$ cat config.mk
export PLATFORM = sky130hd
export DESIGN_NAME = fpd_fan_ctrl
export DESIGN_NICKNAME = d
export VERILOG_FILES = /design/src/pkg/fpd_pkg.sv /design/src/rtl/fpd_fan_ctrl.sv /design/src/rtl/fpd_pwm_gen.sv
export VERILOG_INCLUDE_DIRS = /design/src /design/src/pkg
export SDC_FILE = /design/constraint.sdc
export NUM_CORES = 1
export LEC_CHECK = 0
export ABC_AREA = 1
export BUFFER_PORTS_ARGS = -buffer_cell sky130_fd_sc_hd__buf_2
export CAP_MARGIN = 20
export CORE_ASPECT_RATIO = 1.1
export CORE_MARGIN = 5
export CORE_UTILIZATION = 55
export DETAILED_ROUTE_END_ITERATION = 8
export HOLD_SLACK_MARGIN = 0.03
export PLACE_DENSITY = 0.78
export SLEW_MARGIN = 20
export SYNTH_ARGS = -nofsm -noshare
export SYNTH_HDL_FRONTEND = slang
export SYNTH_SLANG_ARGS = --single-unit
export TNS_END_PERCENT = 10
$ cat constraint.sdc
create_clock -name clk_i -period 8 [get_ports clk_i]
set_clock_uncertainty 0.2 [all_clocks]
set_input_delay 0.8 -clock clk_i [delete_from_list [all_inputs] [get_ports clk_i]]
set_output_delay 0.8 -clock clk_i [all_outputs]
set_load 0.05 [all_outputs]
$ cat src/pkg/fpd_params.svh
`ifndef FPD_PARAMS_SVH
`define FPD_PARAMS_SVH

// Register offsets on the management port.
`define FPD_OFS_CONFIG       8'h02
`define FPD_OFS_START_DUTY   8'h07
`define FPD_OFS_MAX_DUTY     8'h08
`define FPD_OFS_TARGET       8'h09
`define FPD_OFS_INST         8'h0a
`define FPD_OFS_REMOTE_START 8'h0b
`define FPD_OFS_LOCAL_START  8'h0c
`define FPD_OFS_FAN_CFG      8'h0d
`define FPD_OFS_RAMP_RATE    8'h0e
`define FPD_OFS_STEP_SIZE    8'h0f
`define FPD_OFS_FREQ_SEL     8'h10

// Power-on values.
`define FPD_RST_CONFIG       8'h00
`define FPD_RST_START_DUTY   8'h60
`define FPD_RST_MAX_DUTY     8'hf0
`define FPD_RST_TARGET       8'h00
`define FPD_RST_START_TEMP   8'h00
`define FPD_RST_FAN_CFG      8'h00
`define FPD_RST_RAMP_RATE    8'ha0
`define FPD_RST_STEP_SIZE    8'h50
`define FPD_RST_FREQ_SEL     8'h40

// Field positions.
`define FPD_CFG_INVERT       4
`define FPD_CFG_MIN_DUTY     3
`define FPD_CFG_SPIN_DIS     2
`define FPD_FAN_HYST         7
`define FPD_FAN_TSTEP        6
`define FPD_FAN_REMOTE       5
`define FPD_FAN_LOCAL        4
`define FPD_RATE_MSB         7
`define FPD_RATE_LSB         5
`define FPD_STEP_MSB         7
`define FPD_STEP_LSB         4
`define FPD_FREQ_MSB         7
`define FPD_FREQ_LSB         5

// Duty scale and fan-control figures.
`define FPD_FULL_DUTY        8'hf0
`define FPD_DUTY_INC         8'h02
`define FPD_HYST_LO_C        8'h05
`define FPD_HYST_HI_C        8'h0a
`define FPD_SLOTS            240

// Timing figures and clock rate.
`define FPD_CLK_MHZ          200
`define FPD_RATE_BASE_US     62500
`define FPD_SPINUP_MS        2000
`define FPD_FREQ_20_HZ       20
`define FPD_FREQ_33_HZ       33
`define FPD_FREQ_50_HZ       50
`define FPD_FREQ_100_HZ      100
`define FPD_FREQ_35K_HZ      35000

`endif

$ cat src/pkg/fpd_pkg.sv
package fpd_pkg;

	// Duty values are in 1/240 units of the output period.
	typedef logic [7:0] fpd_duty_t;

	// Duty sequencer: normal running or forced spin-up.
	typedef enum logic [1:0] {
		FPD_ST_RUN  = 2'b00,
		FPD_ST_SPIN = 2'b01
	} fpd_state_t;

endpackage : fpd_pkg

$ cat src/rtl/fpd_fan_ctrl.sv
// Operation
// - Separate remote and local start thresholds, reset zero.
// - Hysteresis bit selects 5 or 10 degrees.
// - Step bit selects 1 or 2 degrees.
// - Source bits choose remote or local temperature.
// - Both sources set: larger computed duty wins.
// - No source bits: written target sets duty.
// - Manual target ignores maximum, clipped to 240.
// - Rate field sets interval; each step 2/240.
// - Code 001 is 0.0625 s, doubling upward.
// - Rate code 000 applies changes instantly.
// - Ramping stays active in manual mode.
// - Ramp rate register resets to a0h.
// - Step field n gives 2n/240; reset 50h.
// - Frequency selects give 20/33/50/100 Hz, 35k.
// - Frequency register resets to 40h, 33 Hz.
// - Highest frequency coarsens duty to 4/240.
// - Start from rest forces output full 2 s.
// - Spin-up disabled: jump straight to nominal duty.
// - Polarity bit sets full-duty output level.
// - Above threshold add one duty step per step.
// - Below threshold zero or start duty per bit.
// - Automatic duty limited by maximum-duty register.
`include "fpd_params.svh"

module fpd_fan_ctrl import fpd_pkg::*; #(
	parameter int RATE_BASE_CYC = `FPD_RATE_BASE_US * `FPD_CLK_MHZ,
	parameter int SPINUP_CYC    = `FPD_SPINUP_MS * 1000 * `FPD_CLK_MHZ,
	parameter int SLOT_20       = (`FPD_CLK_MHZ * 1000000) / (`FPD_FREQ_20_HZ * `FPD_SLOTS),
	parameter int SLOT_33       = (`FPD_CLK_MHZ * 1000000) / (`FPD_FREQ_33_HZ * `FPD_SLOTS),
	parameter int SLOT_50       = (`FPD_CLK_MHZ * 1000000) / (`FPD_FREQ_50_HZ * `FPD_SLOTS),
	parameter int SLOT_100      = (`FPD_CLK_MHZ * 1000000) / (`FPD_FREQ_100_HZ * `FPD_SLOTS),
	parameter int SLOT_35K      = (`FPD_CLK_MHZ * 1000000) / (`FPD_FREQ_35K_HZ * `FPD_SLOTS)
) (
	// Clock and reset.
	input  wire logic       clk_i,
	input  wire logic       rst_i,
	// Register port.
	input  wire logic [7:0] reg_addr_i,
	input  wire logic [7:0] reg_wdata_i,
	input  wire logic       reg_wr_i,
	input  wire logic       reg_rd_i,
	output logic [7:0]      reg_rdata_o,
	// Temperature readings from the converter.
	input  wire logic [7:0] remote_temp_i,
	input  wire logic [7:0] local_temp_i,
	input  wire logic       temp_valid_i,
	// Open-drain fan drive pin.
	output logic            fan_drive_output_o,
	output logic            fan_drive_output_oe_o
);

	fpd_duty_t   cfg, start_duty, max_duty, target, inst, man_target;
	logic [7:0]  start_temp [2];
	logic [7:0]  fan_cfg, ramp_rate, step_size, freq_sel;
	logic [7:0]  held_temp [2];
	logic [7:0]  peak_temp [2];
	logic        active [2];
	fpd_state_t  state;
	logic [31:0] tick_cnt;
	logic [7:0]  rdata;

	fpd_duty_t   next_cfg, next_start_duty, next_max_duty, next_target, next_inst, next_man_target;
	logic [7:0]  next_start_temp [2];
	logic [7:0]  next_fan_cfg, next_ramp_rate, next_step_size, next_freq_sel;
	logic [7:0]  next_held_temp [2];
	logic [7:0]  next_peak_temp [2];
	logic        next_active [2];
	fpd_state_t  next_state;
	logic [31:0] next_tick_cnt;
	logic [7:0]  next_rdata;

	logic [7:0]  cur_temp [2];
	fpd_duty_t   chan_duty [2];
	fpd_duty_t   auto_duty;
	logic [7:0]  hyst;
	logic        manual;
	logic [2:0]  rate_code;
	logic [31:0] interval;
	logic        pwm_level;

	// Clip any duty value to full scale.
	function automatic fpd_duty_t fpd_clip(input logic [7:0] v);
		return (v > `FPD_FULL_DUTY) ? `FPD_FULL_DUTY : v;
	endfunction : fpd_clip

	// Duty for one channel from its held temperature and threshold.
	function automatic fpd_duty_t fpd_calc(input logic [7:0] t, input logic [7:0] fst,
			input logic act, input logic [7:0] fsdc, input logic [7:0] dmax,
			input logic [3:0] n, input logic tstep2, input logic min_duty);
		logic [7:0]  diff;
		logic [7:0]  steps;
		logic [13:0] dc;
		diff  = (t > fst) ? t - fst : 8'h00;
		steps = tstep2 ? {1'b0, diff[7:1]} : diff;
		dc    = 14'(fpd_clip(fsdc)) + 14'(steps) * 14'({n, 1'b0});
		if (!act) begin
			dc = min_duty ? 14'(fpd_clip(fsdc)) : 14'h0;
		end
		if (dc > 14'(fpd_clip(dmax))) begin
			dc = 14'(fpd_clip(dmax));
		end
		return {dc[7:1], 1'b0};
	endfunction : fpd_calc

	// Mode, hysteresis and interval decode.
	always_comb begin
		cur_temp[0] = remote_temp_i;
		cur_temp[1] = local_temp_i;
		hyst        = fan_cfg[`FPD_FAN_HYST] ? `FPD_HYST_HI_C : `FPD_HYST_LO_C;
		manual      = !fan_cfg[`FPD_FAN_REMOTE] && !fan_cfg[`FPD_FAN_LOCAL];
		rate_code   = ramp_rate[`FPD_RATE_MSB:`FPD_RATE_LSB];
		interval    = 32'(RATE_BASE_CYC) << ((rate_code == 3'h0) ? 3'h0 : rate_code - 3'h1);
		for (int i = 0; i < 2; i++) begin
			chan_duty[i] = fpd_calc(held_temp[i], start_temp[i], active[i], start_duty, max_duty,
				step_size[`FPD_STEP_MSB:`FPD_STEP_LSB], fan_cfg[`FPD_FAN_TSTEP], cfg[`FPD_CFG_MIN_DUTY]);
		end
		auto_duty = 8'h00;
		if (fan_cfg[`FPD_FAN_REMOTE]) begin
			auto_duty = chan_duty[0];
		end
		if (fan_cfg[`FPD_FAN_LOCAL] && chan_duty[1] > auto_duty) begin
			auto_duty = chan_duty[1];
		end
	end

	// Register writes and read data.
	always_comb begin
		next_cfg           = cfg;
		next_start_duty    = start_duty;
		next_max_duty      = max_duty;
		next_man_target    = man_target;
		next_start_temp[0] = start_temp[0];
		next_start_temp[1] = start_temp[1];
		next_fan_cfg       = fan_cfg;
		next_ramp_rate     = ramp_rate;
		next_step_size     = step_size;
		next_freq_sel      = freq_sel;
		next_rdata         = rdata;
		if (reg_wr_i) begin
			if (reg_addr_i == `FPD_OFS_CONFIG) begin
				next_cfg = reg_wdata_i;
			end else if (reg_addr_i == `FPD_OFS_START_DUTY) begin
				next_start_duty = reg_wdata_i;
			end else if (reg_addr_i == `FPD_OFS_MAX_DUTY) begin
				next_max_duty = reg_wdata_i;
			end else if (reg_addr_i == `FPD_OFS_TARGET) begin
				next_man_target = fpd_clip(reg_wdata_i);
			end else if (reg_addr_i == `FPD_OFS_REMOTE_START) begin
				next_start_temp[0] = reg_wdata_i;
			end else if (reg_addr_i == `FPD_OFS_LOCAL_START) begin
				next_start_temp[1] = reg_wdata_i;
			end else if (reg_addr_i == `FPD_OFS_FAN_CFG) begin
				next_fan_cfg = reg_wdata_i;
			end else if (reg_addr_i == `FPD_OFS_RAMP_RATE) begin
				next_ramp_rate = reg_wdata_i;
			end else if (reg_addr_i == `FPD_OFS_STEP_SIZE) begin
				next_step_size = reg_wdata_i;
			end else if (reg_addr_i == `FPD_OFS_FREQ_SEL) begin
				next_freq_sel = reg_wdata_i;
			end
		end
		// Unmapped addresses read as zero.
		if (reg_rd_i) begin
			if (reg_addr_i == `FPD_OFS_CONFIG) begin
				next_rdata = cfg;
			end else if (reg_addr_i == `FPD_OFS_START_DUTY) begin
				next_rdata = start_duty;
			end else if (reg_addr_i == `FPD_OFS_MAX_DUTY) begin
				next_rdata = max_duty;
			end else if (reg_addr_i == `FPD_OFS_TARGET) begin
				next_rdata = target;
			end else if (reg_addr_i == `FPD_OFS_INST) begin
				next_rdata = inst;
			end else if (reg_addr_i == `FPD_OFS_REMOTE_START) begin
				next_rdata = start_temp[0];
			end else if (reg_addr_i == `FPD_OFS_LOCAL_START) begin
				next_rdata = start_temp[1];
			end else if (reg_addr_i == `FPD_OFS_FAN_CFG) begin
				next_rdata = fan_cfg;
			end else if (reg_addr_i == `FPD_OFS_RAMP_RATE) begin
				next_rdata = ramp_rate;
			end else if (reg_addr_i == `FPD_OFS_STEP_SIZE) begin
				next_rdata = step_size;
			end else if (reg_addr_i == `FPD_OFS_FREQ_SEL) begin
				next_rdata = freq_sel;
			end else begin
				next_rdata = 8'h00;
			end
		end
	end

	// Per channel, a falling reading is ignored until it drops a full
	// hysteresis below the last peak, so the fan does not hunt.
	always_comb begin
		for (int i = 0; i < 2; i++) begin
			next_held_temp[i] = held_temp[i];
			next_peak_temp[i] = peak_temp[i];
			next_active[i]    = active[i];
			if (temp_valid_i) begin
				if (cur_temp[i] > peak_temp[i] || 9'(cur_temp[i]) + 9'(hyst) <= 9'(peak_temp[i])) begin
					next_held_temp[i] = cur_temp[i];
					next_peak_temp[i] = cur_temp[i];
				end
				if (cur_temp[i] >= start_temp[i]) begin
					next_active[i] = 1'b1;
				end else if (9'(cur_temp[i]) + 9'(hyst) < 9'(start_temp[i])) begin
					next_active[i] = 1'b0;
				end
			end
		end
	end

	// Target selection, spin-up and rate-limited approach.
	always_comb begin
		next_target   = manual ? man_target : auto_duty;
		next_inst     = inst;
		next_state    = state;
		next_tick_cnt = tick_cnt + 32'h1;
		case (state)
			FPD_ST_RUN: begin
				if (inst == 8'h00 && target != 8'h00) begin
					next_tick_cnt = 32'h0;
					if (cfg[`FPD_CFG_SPIN_DIS]) begin
						next_inst = target;
					end else begin
						next_state = FPD_ST_SPIN;
					end
				end else if (inst == target) begin
					next_tick_cnt = 32'h0;
				end else if (rate_code == 3'h0) begin
					next_inst     = target;
					next_tick_cnt = 32'h0;
				end else if (tick_cnt >= interval - 32'h1) begin
					next_tick_cnt = 32'h0;
					if (target > inst) begin
						next_inst = (target - inst < `FPD_DUTY_INC) ? target : inst + `FPD_DUTY_INC;
					end else begin
						next_inst = (inst - target < `FPD_DUTY_INC) ? target : inst - `FPD_DUTY_INC;
					end
				end
			end
			FPD_ST_SPIN: begin
				if (target == 8'h00) begin
					next_state    = FPD_ST_RUN;
					next_tick_cnt = 32'h0;
				end else if (tick_cnt >= 32'(SPINUP_CYC) - 32'h1) begin
					next_state    = FPD_ST_RUN;
					next_inst     = target;
					next_tick_cnt = 32'h0;
				end
			end
			default: begin
				next_state    = FPD_ST_RUN;
				next_tick_cnt = 32'h0;
			end
		endcase
	end

	// State registers.
	always_ff @(posedge clk_i) begin
		if (rst_i) begin
			cfg           <= `FPD_RST_CONFIG;
			start_duty    <= `FPD_RST_START_DUTY;
			max_duty      <= `FPD_RST_MAX_DUTY;
			man_target    <= `FPD_RST_TARGET;
			target        <= `FPD_RST_TARGET;
			inst          <= 8'h00;
			start_temp[0] <= `FPD_RST_START_TEMP;
			start_temp[1] <= `FPD_RST_START_TEMP;
			fan_cfg       <= `FPD_RST_FAN_CFG;
			ramp_rate     <= `FPD_RST_RAMP_RATE;
			step_size     <= `FPD_RST_STEP_SIZE;
			freq_sel      <= `FPD_RST_FREQ_SEL;
			held_temp[0]  <= 8'h00;
			held_temp[1]  <= 8'h00;
			peak_temp[0]  <= 8'h00;
			peak_temp[1]  <= 8'h00;
			active[0]     <= 1'b0;
			active[1]     <= 1'b0;
			state         <= FPD_ST_RUN;
			tick_cnt      <= 32'h0;
			rdata         <= 8'h00;
		end else begin
			cfg           <= next_cfg;
			start_duty    <= next_start_duty;
			max_duty      <= next_max_duty;
			man_target    <= next_man_target;
			target        <= next_target;
			inst          <= next_inst;
			start_temp[0] <= next_start_temp[0];
			start_temp[1] <= next_start_temp[1];
			fan_cfg       <= next_fan_cfg;
			ramp_rate     <= next_ramp_rate;
			step_size     <= next_step_size;
			freq_sel      <= next_freq_sel;
			held_temp[0]  <= next_held_temp[0];
			held_temp[1]  <= next_held_temp[1];
			peak_temp[0]  <= next_peak_temp[0];
			peak_temp[1]  <= next_peak_temp[1];
			active[0]     <= next_active[0];
			active[1]     <= next_active[1];
			state         <= next_state;
			tick_cnt      <= next_tick_cnt;
			rdata         <= next_rdata;
		end
	end

	// Output waveform; select bits pass in their own order, so index 0 (bit 5) is select C.
	fpd_pwm_gen #(
		.SLOT_20  (SLOT_20),
		.SLOT_33  (SLOT_33),
		.SLOT_50  (SLOT_50),
		.SLOT_100 (SLOT_100),
		.SLOT_35K (SLOT_35K)
	) u_pwm (
		.clk_i        (clk_i),
		.rst_i        (rst_i),
		.duty_i       (inst),
		.freq_sel_i   ({freq_sel[`FPD_FREQ_MSB], freq_sel[`FPD_FREQ_MSB-1], freq_sel[`FPD_FREQ_LSB]}),
		.invert_i     (cfg[`FPD_CFG_INVERT]),
		.force_full_i (state == FPD_ST_SPIN),
		.level_o      (pwm_level)
	);

	// The pin only pulls low; high comes from the external pull-up.
	assign fan_drive_output_o    = 1'b0;
	assign fan_drive_output_oe_o = ~pwm_level;
	assign reg_rdata_o           = rdata;

endmodule : fpd_fan_ctrl

$ cat src/rtl/fpd_pwm_gen.sv
`include "fpd_params.svh"

module fpd_pwm_gen import fpd_pkg::*; #(
	parameter int SLOT_20  = 41666,
	parameter int SLOT_33  = 25252,
	parameter int SLOT_50  = 16666,
	parameter int SLOT_100 = 8333,
	parameter int SLOT_35K = 23
) (
	// Clock and reset.
	input  wire logic       clk_i,
	input  wire logic       rst_i,
	// Control.
	input  wire fpd_duty_t  duty_i,
	input  wire logic [2:0] freq_sel_i,
	input  wire logic       invert_i,
	input  wire logic       force_full_i,
	// Output level.
	output logic            level_o
);

	logic [31:0] slot_cnt, next_slot_cnt;
	logic [7:0]  slot_idx, next_slot_idx;
	fpd_duty_t   duty_q, next_duty_q;
	logic        next_level;
	logic [31:0] slot_len;

	// Slot length per frequency; select C overrides A and B.
	always_comb begin
		if (freq_sel_i[0]) begin
			slot_len = 32'(SLOT_35K);
		end else if (freq_sel_i[2:1] == 2'b00) begin
			slot_len = 32'(SLOT_20);
		end else if (freq_sel_i[2:1] == 2'b01) begin
			slot_len = 32'(SLOT_33);
		end else if (freq_sel_i[2:1] == 2'b10) begin
			slot_len = 32'(SLOT_50);
		end else begin
			slot_len = 32'(SLOT_100);
		end
	end

	// The duty is latched at period start so a change never cuts a pulse short.
	always_comb begin
		next_slot_cnt = slot_cnt + 32'h1;
		next_slot_idx = slot_idx;
		next_duty_q   = duty_q;
		if (slot_cnt >= slot_len - 32'h1) begin
			next_slot_cnt = 32'h0;
			next_slot_idx = slot_idx + 8'h01;
			if (slot_idx == 8'(`FPD_SLOTS - 1)) begin
				next_slot_idx = 8'h00;
				next_duty_q   = freq_sel_i[0] ? (duty_i & 8'hfc) : duty_i;
			end
		end
		// Full duty drives low unless inverted.
		next_level = ((slot_idx < duty_q) || force_full_i) ? invert_i : ~invert_i;
	end

	// Period counters and output level.
	always_ff @(posedge clk_i) begin
		if (rst_i) begin
			slot_cnt <= 32'h0;
			slot_idx <= 8'h00;
			duty_q   <= 8'h00;
			level_o  <= 1'b1;
		end else begin
			slot_cnt <= next_slot_cnt;
			slot_idx <= next_slot_idx;
			duty_q   <= next_duty_q;
			level_o  <= next_level;
		end
	end

endmodule : fpd_pwm_gen

==> impl_metrics.json <==
{
  "status": "finished clean",
  "place_area_um2": 18100,
  "r2r_start": "held_temp[0][8]",
  "synth-adder-area-share_pct": 20.4,
  "cts-hold-fix-buffers": 0,
  "setup_viol": 0,
  "n_antenna_cell": 0,
  "p_leak_nw": 9.35,
  "cts_buffer_depth": 3,
  "pre_cts_ws_ns": -0.760,
  "synthFlopType": "dfxtp_1",
  "row_count": 68,
  "synthSimpleGateAreaFrac_pct": 26.7,
  "path_buf_inv": 9,
  "overflow": 0,
  "layout_common_cells": "442 x nand2_1, 343 x inv_1, 228 x nor2_1, 219 x a21oi_1",
  "synthMuxAreaShare_pct": 0,
  "initial_utilization_pct": 55.3,
  "ys_ff_latch": 204,
  "yosysSeqAreaShare_pct": 23.7,
  "path_clk_slew_ns": 0.06,
  "powerDensity_nw_per_um2": 212,
  "max_stage_delay_ns": 0.56,
  "synth-edff-count": 0,
  "h-tree-depth": 1,
  "clkLatencyLatePin_ns": 0.53,
  "avgSynthCellArea_um2": 6.88,
  "crit_top_cell": "nand2_2",
  "synth_area_um2": 17200,
  "drive_gt1_share_pct": 13.7,
  "path_class": "reg2reg",
  "worstHoldEndpoint": "tick_cnt[0]",
  "slew_viol_final": 0,
  "first_pass_iters": 5,
  "setup_ws_ns": 0.126,
  "slew_headroom_pct": 28.4,
  "final_common_cell": "nand2_1",
  "required_ns": 8.25,
  "wire_per_inst_um": 16.4,
  "drt-vias-per-instance": 5.68,
  "gp_congestion": 0.951,
  "cpLargestDelayFamily": "adder cells",
  "drt_iter0_markers": 1176,
  "crit_path_end_kind": "flip-flop",
  "cts-buffers-inserted": 24,
  "antenna_found_initial": 1,
  "die_h_um": 196,
  "finalHoldViolCount": 0,
  "hpwl_mm": 37.8,
  "syn2layout_area_growth_pct": 16.1,
  "die_area_um2": 35000,
  "vias": 17300,
  "grt_pass1_vias": 16900,
  "critPathSlowestCell": "fa_2",
  "wl_mm": 50.0,
  "core_area_um2": 31100,
  "synthXorXnorAreaFrac_pct": 3.81,
  "fmax_ghz": 0.127,
  "ant_nets": 0,
  "irDropWorstVdd_v": 0.000148,
  "synthDistinctLibCells": 59,
  "min_period_over_period_pct": 98.4,
  "cp-start-kind": "flip-flop",
  "synth-async-reset-ratio_pct": 0,
  "hp-class": "reg2reg",
  "crit_fanout": 7,
  "r2r_end": "target[5]",
  "root_buffer": "clkbuf_16",
  "hold_start": "tick_cnt[0]",
  "worst_r2r_path_depth": 53,
  "drc": 0,
  "cts_tree": "done",
  "yosys_warnings": 0,
  "io-pin-count": 47,
  "rrSetupSlack_ns": 0.13,
  "synth_compound_area_share_pct": 15.5,
  "design_area_um2": 20000,
  "grt_usage_pct": 27.6,
  "grt_pass1_wl_mm": 80.8,
  "portBuffers": 45,
  "worstMarginPinSlew_ns": 1.07,
  "synthCells": 2503,
  "clock-sinks": 204,
  "grt_max_degree": 116,
  "synth_top_family_by_area": "simple AND/OR/NAND/NOR gates",
  "cp_data_arrival_time_ns": 8.12,
  "num-nets-final": 2910,
  "final_cells": 3044,
  "hold_depth": 1,
  "cap_violations": 0,
  "period_needed_ns": 7.87,
  "dp.cells": 2964,
  "setup_tns_ns": 0,
  "rsz0062_at_grt": "yes",
  "die_w_um": 179
}
==> how the worst max path moves through the flow <==
stage	depth (start not counted)	from	endpoint
after detailed placement	51	held_temp[0][8]	target[2]
after global placement	51	held_temp[0][8]	target[6]
after CTS	50	held_temp[0][0]	target[4]
final	53	held_temp[0][8]	target[5]
after global routing	58	held_temp[0][8]	target[5]
after floorplan	53	held_temp[0][8]	target[7]
==> cells in the mapped netlist (all sizes together) (9+ instances only) <==
library cell  number  area (um^2)
nor3b              9         67.6
fa                32          641
o21ai            183          920
nor2             245          957
buf               23          138
nand2            483         1850
and2              12         75.1
ha               229         2870
nand3b            14          105
inv              366         1370
xnor2             23          201
xor2              52          455
nor3              50          308
nor4              15         93.8
a21oi            230         1150
o211ai            20          150
nand4             49          322
nand3            144          738
a211oi             9         67.6
clkbuf            40          154
dfxtp            204         4080
==> power by group <==
| part | internal (mW) | switching [mW] | total, mW |
|---|---|---|---|
| Sequential | 1.05 | 0.0451 | 1.10 |
| Clock | 0.652 | 0.433 | 1.09 |
| Combinational | 0.855 | 1.21 | 2.06 |
| Total | 2.56 | 1.69 | 4.25 |
==> repair_timing <==
| item | in CTS | in global routing |
|---|---|---|
| setup buffers | 11 | 30 |
| gates cloned | 1 | 0 |
| pin swaps | 10 | 86 |
| hold endpoints to repair | 0 | 0 |
| setup endpoints to repair | 7 | 7 |
| resized for setup | 31 | 153 |
==> kinds of logic (layout without fill, tap and decap cells) <==
family	Yosys count	count (layout)
and+or+nand+nor	1033	1033
AOI/OAI and AO/OA	491	491
buffers and inverters	437	542
adders and majority gates	261	261
DFF	204	204
xor gates and xnor gates	75	75
other	2	18
==> flip-flops by register name, summed over array words and instances, names as in the netlist, 16 cells and up <==
signal / cells
held_temp: 16
u_pwm.slot_cnt: 32
tick_cnt: 32
start_temp: 16
==> cell type report <==
class | instances | area [um^2]
Timing Repair inverter | 1 | 7.51
Clock buffer | 27 | 622
Multi-Input combinational cell | 1878 | 12300
Clock inverter | 11 | 151
Inverter | 374 | 1410
Timing Repair Buffer | 129 | 860
Sequential cell | 204 | 4090
Tap cell | 420 | 526
Fill cell | 2777 | 11100
==> metal layers <==
layer | wire, um | GRT usage [%] | vias up
met1 | 20200 | 33.4 | 8017
met3 | 2840 | 3.25 | 160
li1 | - | - | 8503
met5 | 0 | 0 | -
met2 | 24700 | 49.4 | 603
met4 | 2240 | 11.2 | 0
==> worst reg2reg max path: cells and delay by family (launching register included) <==
family                   cells  cell delay (ns)
adder cells (fa/ha/maj)      8             2.86
AND/OR/NAND/NOR             23             2.01
AO/OA/AOI/OAI               12             1.46
buffers and inverters        9             0.74
flip-flops                   1             0.33
XOR/XNOR                     1             0.16
==> metrics by stage <==
| step | util, % | total power, mW | hold slack, ns |
|---|---|---|---|
| after floorplan | - | 2.39 | 0.218 |
| after global routing | 64.2 | 4.56 | 0.275 |
| after global placement | 58.0 | 2.77 | 0.230 |
| after CTS | 61.2 | 3.96 | 0.250 |
| after detailed placement | 58.0 | 2.82 | 0.242 |
| final | 64.2 | 4.25 | 0.245 |
(Power assumes the default switching activity.)
